$ cat src/sbpcd_defs.vh
// Purpose: constants for the state base pointer command decoder
// Assumes: 32-bit command dwords, AXI4-Lite register window
// Notes: header field positions, codes, register offsets and reset values
`ifndef SBPCD_DEFS_VH
`define SBPCD_DEFS_VH

// header dword fields
`define SBPCD_TYPE_HI        31
`define SBPCD_TYPE_LO        29
`define SBPCD_SUBTYPE_HI     28
`define SBPCD_SUBTYPE_LO     27
`define SBPCD_OPC_HI         26
`define SBPCD_OPC_LO         24
`define SBPCD_SUBOPC_HI      23
`define SBPCD_SUBOPC_LO      16
`define SBPCD_HRSV_HI        15
`define SBPCD_HRSV_LO        8
`define SBPCD_LEN_HI         7
`define SBPCD_LEN_LO         0

// header codes
`define SBPCD_GRAPHICS_PIPE_CMD_TYPE 3'h3
`define SBPCD_PIPE_COMMON_SUBTYPE    2'h0
`define SBPCD_UNPIPELINED_OPCODE     3'h1
`define SBPCD_BASE_PTR_SUBOPC        8'h01
`define SBPCD_LEN_DEFAULT            8'h04
`define SBPCD_LEN_BIAS               9'h002

// address dword fields
`define SBPCD_BASE_HI        31
`define SBPCD_BASE_LO        12
`define SBPCD_ARSV_HI        11
`define SBPCD_ARSV_LO        1
`define SBPCD_MOD_EN_BIT     0

// dword indices inside the command
`define SBPCD_DW_GEN         9'h001
`define SBPCD_DW_SURF        9'h002
`define SBPCD_DW_IND         9'h003

// register byte offsets
`define SBPCD_REG_CTRL       8'h00
`define SBPCD_REG_STATUS     8'h04
`define SBPCD_REG_GEN_BASE   8'h08
`define SBPCD_REG_SURF_BASE  8'h0C
`define SBPCD_REG_IND_BASE   8'h10
`define SBPCD_REG_CMD_COUNT  8'h14

// control and status bits
`define SBPCD_CTRL_EN_BIT    0
`define SBPCD_CTRL_RESET     1'b1
`define SBPCD_ST_BUSY_BIT    0
`define SBPCD_ST_FLUSH_BIT   1
`define SBPCD_ST_RSV_BIT     2
`define SBPCD_ST_TRUNC_BIT   3

// bus responses
`define SBPCD_RESP_OKAY      2'h0
`define SBPCD_RESP_DECERR    2'h3

`endif

$ cat src/sbpcd_hdr_match.v
// Purpose: recognise the base pointer command header
// Assumes: dword presented is a header dword
// Notes: purely combinational, read by the decoder state machine
`timescale 1ns/100ps
`include "sbpcd_defs.vh"

module sbpcd_hdr_match (
    input  wire [31:0] hdr,       // candidate header dword
    output wire        is_match,  // header names this command
    output wire [8:0]  total_len, // whole command length in dwords
    output wire        rsv_dirty  // must_be_zero bits were not zero
);
    // type and subtype select the common pipe class
    wire cls_ok = (hdr[`SBPCD_TYPE_HI:`SBPCD_TYPE_LO] == `SBPCD_GRAPHICS_PIPE_CMD_TYPE) &&
                  (hdr[`SBPCD_SUBTYPE_HI:`SBPCD_SUBTYPE_LO] == `SBPCD_PIPE_COMMON_SUBTYPE);
    // opcode and sub-opcode pick this command alone
    wire opc_ok = (hdr[`SBPCD_OPC_HI:`SBPCD_OPC_LO] == `SBPCD_UNPIPELINED_OPCODE) &&
                  (hdr[`SBPCD_SUBOPC_HI:`SBPCD_SUBOPC_LO] == `SBPCD_BASE_PTR_SUBOPC);

    assign is_match  = cls_ok && opc_ok;
    // length field counts dwords minus the bias
    assign total_len = {1'b0, hdr[`SBPCD_LEN_HI:`SBPCD_LEN_LO]} + `SBPCD_LEN_BIAS;
    // reserved header bits are only reported, never acted on
    assign rsv_dirty = |hdr[`SBPCD_HRSV_HI:`SBPCD_HRSV_LO];
endmodule // sbpcd_hdr_match

$ cat src/sbpcd_flush_ctl.v
// Purpose: hold a pipeline flush request until the pipe reports drained
// Assumes: flush_done is a one-cycle pulse from the pipeline
// Notes: done is a one-cycle pulse the edge after flush_done is seen
`timescale 1ns/100ps

module sbpcd_flush_ctl (
    input  wire aclk,       // engine clock
    input  wire aresetn,    // synchronous reset, active low
    input  wire start,      // pulse: begin a flush
    input  wire flush_done, // pulse: pipeline drained
    output reg  flush_req_q,// level: flush requested
    output reg  done_q      // pulse: flush finished
);
    // request stays up until the drain is acknowledged
    always @(posedge aclk) begin
        if (!aresetn) begin
            flush_req_q <= 1'b0;
            done_q      <= 1'b0;
        end else begin
            done_q <= flush_req_q && flush_done;
            if (start) begin
                flush_req_q <= 1'b1;
            end else if (flush_done) begin
                flush_req_q <= 1'b0;
            end
        end
    end
endmodule // sbpcd_flush_ctl

$ cat src/sbpcd_top.v
// Purpose: decode the state base pointer command and hold the engine bases
// Assumes: streamer marks each header dword with cmd_first
// Notes: bases change only after the flush finishes; registers on AXI4-Lite
//
// How it works
// - header type 3, subtype 0 required
// - opcode 1, sub-opcode 01h identify command
// - length field plus two ends command
// - dword 1 bits 31:12 general state base
// - dword 2 bits 31:12 surface state base
// - dword 3 bits 31:12 indirect object base
// - bit 0 gates each base update
// - enable 0 discards, 1 loads address
// - loaded bases drive all later accesses
// - command forces full flush before applying
// - zero base means offsets are absolute
//
// The address map and register access over AXI4-Lite were left to the implementer.
`timescale 1ns/100ps
`include "sbpcd_defs.vh"

module sbpcd_top (
    input  wire        aclk,          // engine clock, 250 MHz
    input  wire        aresetn,       // synchronous reset, active low
    // command stream from the streamer
    input  wire        cmd_valid,     // dword offered
    input  wire [31:0] cmd_data,      // command dword
    input  wire        cmd_first,     // dword is a header
    output reg         cmd_ready_q,   // decoder takes dword

    // pipeline flush handshake
    output wire        flush_req_q,   // flush requested, from flop
    input  wire        flush_done,    // pulse: pipe drained

    // bases seen by the engine's memory paths
    output reg  [19:0] gen_base_q,    // general state base [31:12]
    output reg  [19:0] surf_base_q,   // surface state base [31:12]
    output reg  [19:0] ind_base_q,    // indirect object base [31:12]
    output reg         apply_q,       // pulse: new bases in effect

    // AXI4-Lite slave
    input  wire [7:0]  s_awaddr,
    input  wire        s_awvalid,
    output reg         s_awready,
    input  wire [31:0] s_wdata,
    input  wire [3:0]  s_wstrb,
    input  wire        s_wvalid,
    output reg         s_wready,
    output reg  [1:0]  s_bresp,
    output reg         s_bvalid,
    input  wire        s_bready,
    input  wire [7:0]  s_araddr,
    input  wire        s_arvalid,
    output reg         s_arready,
    output reg  [31:0] s_rdata,
    output reg  [1:0]  s_rresp,
    output reg         s_rvalid,
    input  wire        s_rready
);
    // decoder states
    localparam [2:0] ST_IDLE  = 3'h0; // waiting for a header
    localparam [2:0] ST_BODY  = 3'h1; // taking address dwords
    localparam [2:0] ST_FLUSH = 3'h2; // flush requested
    localparam [2:0] ST_WAIT  = 3'h3; // waiting for drain
    localparam [2:0] ST_SKIP  = 3'h4; // draining a foreign command

    reg  [2:0]  state_q, state_d;       // decoder state
    reg  [8:0]  idx_q, idx_d;           // dword index in command
    reg  [8:0]  len_q, len_d;           // total dwords in command
    reg  [19:0] gen_pend_q;             // staged general base
    reg  [19:0] surf_pend_q;            // staged surface base
    reg  [19:0] ind_pend_q;             // staged indirect base
    reg  [2:0]  pend_en_q;              // staged modify enables

    reg         ctrl_en_q;              // software decode enable
    reg         rsv_flag_q;             // sticky: reserved bits dirty
    reg         trunc_flag_q;           // sticky: command cut short
    reg  [31:0] cmd_count_q;            // commands applied

    reg         aw_held_q, w_held_q;    // write halves captured
    reg  [7:0]  aw_addr_q;              // captured write address
    reg  [31:0] w_data_q;               // captured write data
    reg  [3:0]  w_strb_q;               // captured byte enables

    wire        hdr_hit;                // header is this command
    wire [8:0]  hdr_len;                // header total length
    wire        hdr_rsv;                // header reserved bits set
    wire        flush_fin;              // flush acknowledged pulse

    wire        take = cmd_valid && cmd_ready_q;
    wire        flush_go = (state_q == ST_FLUSH);
    // address dwords with reserved bits set
    wire        addr_rsv = |cmd_data[`SBPCD_ARSV_HI:`SBPCD_ARSV_LO];
    wire        mod_en = cmd_data[`SBPCD_MOD_EN_BIT];

    // true when a register offset is one this block maps
    function mapped;
        input [7:0] a;
        begin
            mapped = (a == `SBPCD_REG_CTRL) || (a == `SBPCD_REG_STATUS) ||
                     (a == `SBPCD_REG_GEN_BASE) || (a == `SBPCD_REG_SURF_BASE) ||
                     (a == `SBPCD_REG_IND_BASE) || (a == `SBPCD_REG_CMD_COUNT);
        end
    endfunction

    // header recognition
    sbpcd_hdr_match u_hdr (
        .hdr       (cmd_data),
        .is_match  (hdr_hit),
        .total_len (hdr_len),
        .rsv_dirty (hdr_rsv)
    );

    // flush request holder
    sbpcd_flush_ctl u_flush (
        .aclk        (aclk),
        .aresetn     (aresetn),
        .start       (flush_go),
        .flush_done  (flush_done),
        .flush_req_q (flush_req_q),
        .done_q      (flush_fin)
    );

    // next state of the decoder
    always @* begin
        state_d = state_q;
        idx_d   = idx_q;
        len_d   = len_q;
        case (state_q)
            ST_IDLE, ST_SKIP: begin
                if (take && cmd_first) begin
                    idx_d = 9'h001;
                    len_d = hdr_len;
                    if (ctrl_en_q && hdr_hit) begin
                        // a header-only command still flushes
                        state_d = (hdr_len > 9'h001) ? ST_BODY : ST_FLUSH;
                    end else begin
                        state_d = ST_SKIP;
                    end
                end
            end
            ST_BODY: begin
                if (take && cmd_first) begin
                    // a new header cuts this command; it is abandoned
                    state_d = ST_IDLE;
                end else if (take) begin
                    idx_d = idx_q + 9'h001;
                    if (idx_q + 9'h001 >= len_q) begin
                        state_d = ST_FLUSH;
                    end
                end
            end
            ST_FLUSH: begin
                state_d = ST_WAIT;
            end
            ST_WAIT: begin
                if (flush_fin) begin
                    state_d = ST_IDLE;
                end
            end
            default: begin
                state_d = ST_IDLE;
            end
        endcase
    end

    // decoder registers and ready
    always @(posedge aclk) begin
        if (!aresetn) begin
            state_q     <= ST_IDLE;
            idx_q       <= 9'h000;
            len_q       <= 9'h000;
            cmd_ready_q <= 1'b0;
        end else begin
            state_q     <= state_d;
            idx_q       <= idx_d;
            len_q       <= len_d;
            // stall the streamer while a flush is outstanding
            cmd_ready_q <= (state_d == ST_IDLE) || (state_d == ST_BODY) || (state_d == ST_SKIP);
        end
    end

    // staging of address dwords; only applied after the flush
    always @(posedge aclk) begin
        if (!aresetn) begin
            gen_pend_q  <= 20'h00000;
            surf_pend_q <= 20'h00000;
            ind_pend_q  <= 20'h00000;
            pend_en_q   <= 3'h0;
        end else if (take && cmd_first) begin
            pend_en_q <= 3'h0; // new command starts with nothing staged
        end else if (take && state_q == ST_BODY) begin
            case (idx_q)
                `SBPCD_DW_GEN: begin
                    gen_pend_q   <= cmd_data[`SBPCD_BASE_HI:`SBPCD_BASE_LO];
                    pend_en_q[0] <= mod_en;
                end
                `SBPCD_DW_SURF: begin
                    surf_pend_q  <= cmd_data[`SBPCD_BASE_HI:`SBPCD_BASE_LO];
                    pend_en_q[1] <= mod_en;
                end
                `SBPCD_DW_IND: begin
                    ind_pend_q   <= cmd_data[`SBPCD_BASE_HI:`SBPCD_BASE_LO];
                    pend_en_q[2] <= mod_en;
                end
                default: begin
                    // bound dwords and beyond are consumed and ignored
                end
            endcase
        end
    end

    // live bases: change only after the drain, only when enabled
    always @(posedge aclk) begin
        if (!aresetn) begin
            gen_base_q  <= 20'h00000;
            surf_base_q <= 20'h00000;
            ind_base_q  <= 20'h00000;
            apply_q     <= 1'b0;
            cmd_count_q <= 32'h00000000;
        end else begin
            apply_q <= 1'b0;
            if (state_q == ST_WAIT && flush_fin) begin
                // a zero base leaves offsets absolute downstream
                if (pend_en_q[0]) gen_base_q  <= gen_pend_q;
                if (pend_en_q[1]) surf_base_q <= surf_pend_q;
                if (pend_en_q[2]) ind_base_q  <= ind_pend_q;
                apply_q     <= 1'b1;
                cmd_count_q <= cmd_count_q + 32'h00000001;
            end
        end
    end

    // write channel: capture both halves in either order
    always @(posedge aclk) begin
        if (!aresetn) begin
            s_awready <= 1'b1;
            s_wready  <= 1'b1;
            s_bvalid  <= 1'b0;
            s_bresp   <= `SBPCD_RESP_OKAY;
            aw_held_q <= 1'b0;
            w_held_q  <= 1'b0;
            aw_addr_q <= 8'h00;
            w_data_q  <= 32'h00000000;
            w_strb_q  <= 4'h0;
        end else begin
            if (s_awvalid && s_awready) begin
                aw_addr_q <= s_awaddr;
                aw_held_q <= 1'b1;
                s_awready <= 1'b0;
            end
            if (s_wvalid && s_wready) begin
                w_data_q <= s_wdata;
                w_strb_q <= s_wstrb;
                w_held_q <= 1'b1;
                s_wready <= 1'b0;
            end
            // both halves held: answer
            if (aw_held_q && w_held_q && !s_bvalid) begin
                s_bvalid  <= 1'b1;
                s_bresp   <= mapped(aw_addr_q) ? `SBPCD_RESP_OKAY : `SBPCD_RESP_DECERR;
                aw_held_q <= 1'b0;
                w_held_q  <= 1'b0;
            end

            // response taken: reopen both channels
            if (s_bvalid && s_bready) begin
                s_bvalid  <= 1'b0;
                s_awready <= 1'b1;
                s_wready  <= 1'b1;
            end
        end
    end

    // register write effects and sticky flags
    wire wr_fire = aw_held_q && w_held_q && !s_bvalid && w_strb_q[0];
    wire rsv_set = take && ((cmd_first && hdr_hit && hdr_rsv) ||
                            (state_q == ST_BODY && !cmd_first && idx_q <= `SBPCD_DW_IND && addr_rsv));
    wire trunc_set = take && cmd_first && state_q == ST_BODY;
    wire st_clr = wr_fire && aw_addr_q == `SBPCD_REG_STATUS;

    always @(posedge aclk) begin
        if (!aresetn) begin
            ctrl_en_q    <= `SBPCD_CTRL_RESET;
            rsv_flag_q   <= 1'b0;
            trunc_flag_q <= 1'b0;
        end else begin
            if (wr_fire && aw_addr_q == `SBPCD_REG_CTRL) begin
                ctrl_en_q <= w_data_q[`SBPCD_CTRL_EN_BIT];
            end

            // a new event wins over a write-one clear
            if (rsv_set) begin
                rsv_flag_q <= 1'b1;
            end else if (st_clr && w_data_q[`SBPCD_ST_RSV_BIT]) begin
                rsv_flag_q <= 1'b0;
            end
            if (trunc_set) begin
                trunc_flag_q <= 1'b1;
            end else if (st_clr && w_data_q[`SBPCD_ST_TRUNC_BIT]) begin
                trunc_flag_q <= 1'b0;
            end
        end
    end

    // status word assembled from live state
    wire [31:0] status_w = {28'h0000000, trunc_flag_q, rsv_flag_q, flush_req_q,
                            (state_q != ST_IDLE && state_q != ST_SKIP)};

    // read channel: one read at a time, data from a register
    always @(posedge aclk) begin
        if (!aresetn) begin
            s_arready <= 1'b1;
            s_rvalid  <= 1'b0;
            s_rdata   <= 32'h00000000;
            s_rresp   <= `SBPCD_RESP_OKAY;
        end else begin
            if (s_arvalid && s_arready) begin
                s_arready <= 1'b0;
                s_rvalid  <= 1'b1;
                s_rresp   <= mapped(s_araddr) ? `SBPCD_RESP_OKAY : `SBPCD_RESP_DECERR;
                case (s_araddr)
                    `SBPCD_REG_CTRL:      s_rdata <= {31'h00000000, ctrl_en_q};
                    `SBPCD_REG_STATUS:    s_rdata <= status_w;
                    `SBPCD_REG_GEN_BASE:  s_rdata <= {gen_base_q, 12'h000};
                    `SBPCD_REG_SURF_BASE: s_rdata <= {surf_base_q, 12'h000};
                    `SBPCD_REG_IND_BASE:  s_rdata <= {ind_base_q, 12'h000};
                    `SBPCD_REG_CMD_COUNT: s_rdata <= cmd_count_q;
                    default:              s_rdata <= 32'h00000000;
                endcase
            end else if (s_rvalid && s_rready) begin
                s_rvalid  <= 1'b0;
                s_arready <= 1'b1;
            end
        end
    end
endmodule // sbpcd_top

$ cat config.mk
export PLATFORM = sky130hd
export DESIGN_NAME = sbpcd_top
export DESIGN_NICKNAME = d
export VERILOG_FILES = /design/src/sbpcd_hdr_match.v /design/src/sbpcd_flush_ctl.v /design/src/sbpcd_top.v
export VERILOG_INCLUDE_DIRS = /design/src
export SDC_FILE = /design/constraint.sdc
export NUM_CORES = 1
export LEC_CHECK = 0
export ABC_AREA = 1
export BUFFER_PORTS_ARGS = -buffer_cell sky130_fd_sc_hd__buf_2
export CAP_MARGIN = 10
export CELL_PAD_IN_SITES_DETAIL_PLACEMENT = 0
export CELL_PAD_IN_SITES_GLOBAL_PLACEMENT = 2
export CORE_MARGIN = 4
export CORE_UTILIZATION = 33
export CTS_CLUSTER_SIZE = 10
export DETAILED_ROUTE_END_ITERATION = 12
export PLACE_DENSITY_LB_ADDON = 0.1
export SETUP_SLACK_MARGIN = 0.05
export SYNTH_ARGS = -nofsm -noshare
export SYNTH_HDL_FRONTEND = slang
export SYNTH_SLANG_ARGS = --single-unit
$ cat constraint.sdc
create_clock -name aclk -period 5.8 [get_ports aclk]
set_input_delay 0.87 -clock aclk [delete_from_list [all_inputs] [get_ports aclk]]
set_output_delay 0.87 -clock aclk [all_outputs]
set_load 0.1 [all_outputs]
==> metrics.md <==
| Metric | Value |
|---|---|
| Outcome | `complete, no violations` |
| Unrepaired setup endpoints after global routing | `false` |
| Clock sink total | `236` |
| Die height | `187 µm` |
| Die Wd | `187 µm` |
| Xor/xnor cell area share of the yosys netlist | `0.495%` |
| # DRC | `0` |
| Skew final | `0.0111 ns` |
| WP data arrival | `3.02 ns` |
| F_max | `0.387 GHz` |
| Mux contribution to synthesized area | `0%` |
| Cell chain of the critical path | `ha_1, nand2_1, inv_1, nand3_1, nor2_1, nand3_1, nand2_1, nand2_1, inv_1, ha_1, a21oi_1, o21a_1, nand2_1, nand3_1, nand3_1, nand2_1, inv_1` |
| HP Class | `reg2reg` |
| First-pass DRT Iterations | `5` |
| Tot Pwr | `3.48 mW` |
| Post-Route WL | `34.0 mm` |
| First-pass GRT wire length | `54.0 mm` |
| Post-synth cell types | `36` |
| Num CTS Buffers | `29` |
| Hold path depth | `2` |
| TNS Setup | `0 ns` |
| Post-CTS Hold Buffers | `0` |
| Post-synthesis sequential area ratio | `44.5%` |
| Clk buf depth | `3` |
| Rows | `65` |
| Detail-routed via count per cell | `4.85` |
| Yosys top cell area share | `44.5%` |
| Max-cap viol count | `0` |
| Remaining Overflow, GRT | `0` |
| Peak VDD IR | `0.198 mV` |
| CTS tree | `built` |
| EDFF count, synth | `0` |
| Type of origin of the critical path | `register` |
| Crit share post-route | `44.5%` |
| Main synth FF type | `dfxtp_1` |
| Synthesis-to-layout area growth | `18.1%` |
| GR Layer Usage met2 | `29.3%` |
| GR peak layer | `met2` |
| ANT cells | `0` |
| Htree depth | `1` |
| I/O Buffers | `165` |
| Routed Antenna Nets | `0` |
| Area contributors post-synth | `dfxtp_1 44%, nand2_1 12%, a21oi_1 9.8%` |
| Avg WL per Cell | `16.4 µm` |
| # IOs | `198` |
| YS warnings | `0` |
| Most frequent CP cell | `nand2_1` |
| Worst-case reg-to-reg path depth | `17` |
| Post-route minimum period | `2.58 ns` |
| Starting Density | `33.6%` |
| Die footprint | `35100 µm²` |
| CP max-delay cell | `dfxtp_1` |
| Layout cells sized above 1 | `14.5%` |
| Initial antenna violation count | `0` |
| # resized after CTS | `0` |
| Worst-path clk slew | `0.06 ns` |
| Pin count of the biggest net entering global routing | `119` |
| Postcts setup bufs | `0` |
| Crit-path max FO | `8` |
| Most frequent cell after synthesis | `nand2_1` |
| Fin. max-slew vios | `0` |
| Clock Latency Late Sink | `0.54 ns` |
| Initial drt markers | `605` |
| Worst EP required | `6.24 ns` |
| Core area | `31600 µm²` |
| # setup viols final | `0` |
| Nets | `1764` |
| Synth top cells by count | `329 x nand2_1, 236 x dfxtp_1, 208 x a21oi_1` |
| Kind of critical path | `reg2reg` |
| Synth Area in Adders | `1.88%` |
| Slew @ Worst Pin | `1.11 ns` |
| Mapped Area | `10600 µm²` |
| Post-detail-place hpwl | `24.7 mm` |
| Asr flop ratio synth | `0%` |
| Largest stage delay, worst path | `0.49 ns` |
| Pwr dens | `277 nW/µm²` |
| Met3 Use GR | `2.99%` |
| Placement Setup Slack | `3.02 ns` |
| GP Congestion | `0.852` |
| Post-synth top area cell | `dfxtp_1` |
| Max_slew headroom | `26.0%` |
| Post-synthesis simple-gate area fraction | `25.6%` |
| Yosys reg bits | `236` |
| Post-Syn Instances | `1520` |
| Vias in the first global route | `9499` |
| Syn avg cell area | `6.99 µm²` |
| Clk Tree Root Cell | `clkbuf_16` |
| GRT Util Overall | `18.9%` |
| Critical Path End Type | `register` |
| Detailed-route via count | `10021` |
| Mapped Nets | `1630` |
| Final Hold Fails | `0` |
| Compound-Gate Fraction of Synth Area | `18.8%` |
| Largest family of logic cells by synthesized area | `simple AND/OR/NAND/NOR gates` |
| Final WS setup | `3.22 ns` |
| Leakage | `5.12 nW` |
| Met1 Resource Use GR | `28.2%` |
-- cell families (layout without fill, tap and decap cells) --
| kind of cell | count (synthesis) | count (layout) |
|---|---|---|
| flip-flops | 236 | 236 |
| AND/OR/NAND/NOR | 633 | 633 |
| AO/OA/AOI/OAI | 393 | 393 |
| XOR/XNOR | 6 | 6 |
| buffers and inverters | 236 | 382 |
| adder cells (fa/ha/maj) | 16 | 16 |
-- critical path: cells and delay by family, from the launching register on --
family	cells	cell delay (ns)
flops	1	0.49
fa+ha+maj	2	0.49
compound gates	2	0.30
simple gates	10	0.98
buf+inv	3	0.21
-- final timing paths --
kind | from | to | slack, ns
min reg2reg | gen_pend_q[11] | gen_base_q[11] | 0.45
max | idx_q[0] | state_q[1] | 3.22
max reg2reg | idx_q[0] | state_q[1] | 3.22
min | gen_pend_q[11] | gen_base_q[11] | 0.45
-- state kept, by name (all words and copies together), names as in the netlist, 20 cells and up --
name         count
surf_base_q     20
gen_base_q      20
gen_pend_q      20
cmd_count_q     32
ind_base_q      20
s_rdata         32
surf_pend_q     20
ind_pend_q      20
-- stage by stage --
stage,instances,area [µm²],util (%),hold WS (ns)
6_report,2068,12500,39.7,0.448
4_1_cts,2068,12500,39.7,0.448
5_1_grt,2068,12500,39.7,0.469
3_5_place_dp,2025,11700,37.1,0.441
3_3_place_gp,2025,11700,37.1,0.440
2_1_floorplan,1520,10600,-,0.425
-- power by group --
part           total, mW  switching [mW]  internal, mW
Sequential          1.65         0.00975          1.64
Clock               1.62           0.679         0.941
Combinational      0.210           0.157        0.0527
-- cell type report --
cell class              count  area, µm²
clock buffers              40        797
fillers                  3435      19100
clock inverters             3       22.5
well taps                 402        503
inverters                 162        608
flip-flops and latches    236       4720
repair buffers            177        918
multi-input cells        1048       4970
-- placed cells by master, fill, tap and decap left out, drive strengths merged, types with 3 or more instances in the layout --
| cell type | n |
|---|---|
| nand3b | 10 |
| a21oi | 208 |
| ha | 16 |
| nor3b | 3 |
| buf | 177 |
| nor2 | 144 |
| inv | 163 |
| nor3 | 13 |
| clkbuf | 40 |
| nand3 | 110 |
| xor2 | 5 |
| dfxtp | 236 |
| a211oi | 3 |
| nand2 | 333 |
| o21ai | 174 |
| nand4 | 20 |
-- metal layers --
metal  wire length (µm)  share of wire (%)
met5                  0                  0
met4                512                1.5
met3               1650                4.9
met2              14600                 43
met1              17300                 51
No activity file was read; power rests on OpenSTA's default activity.
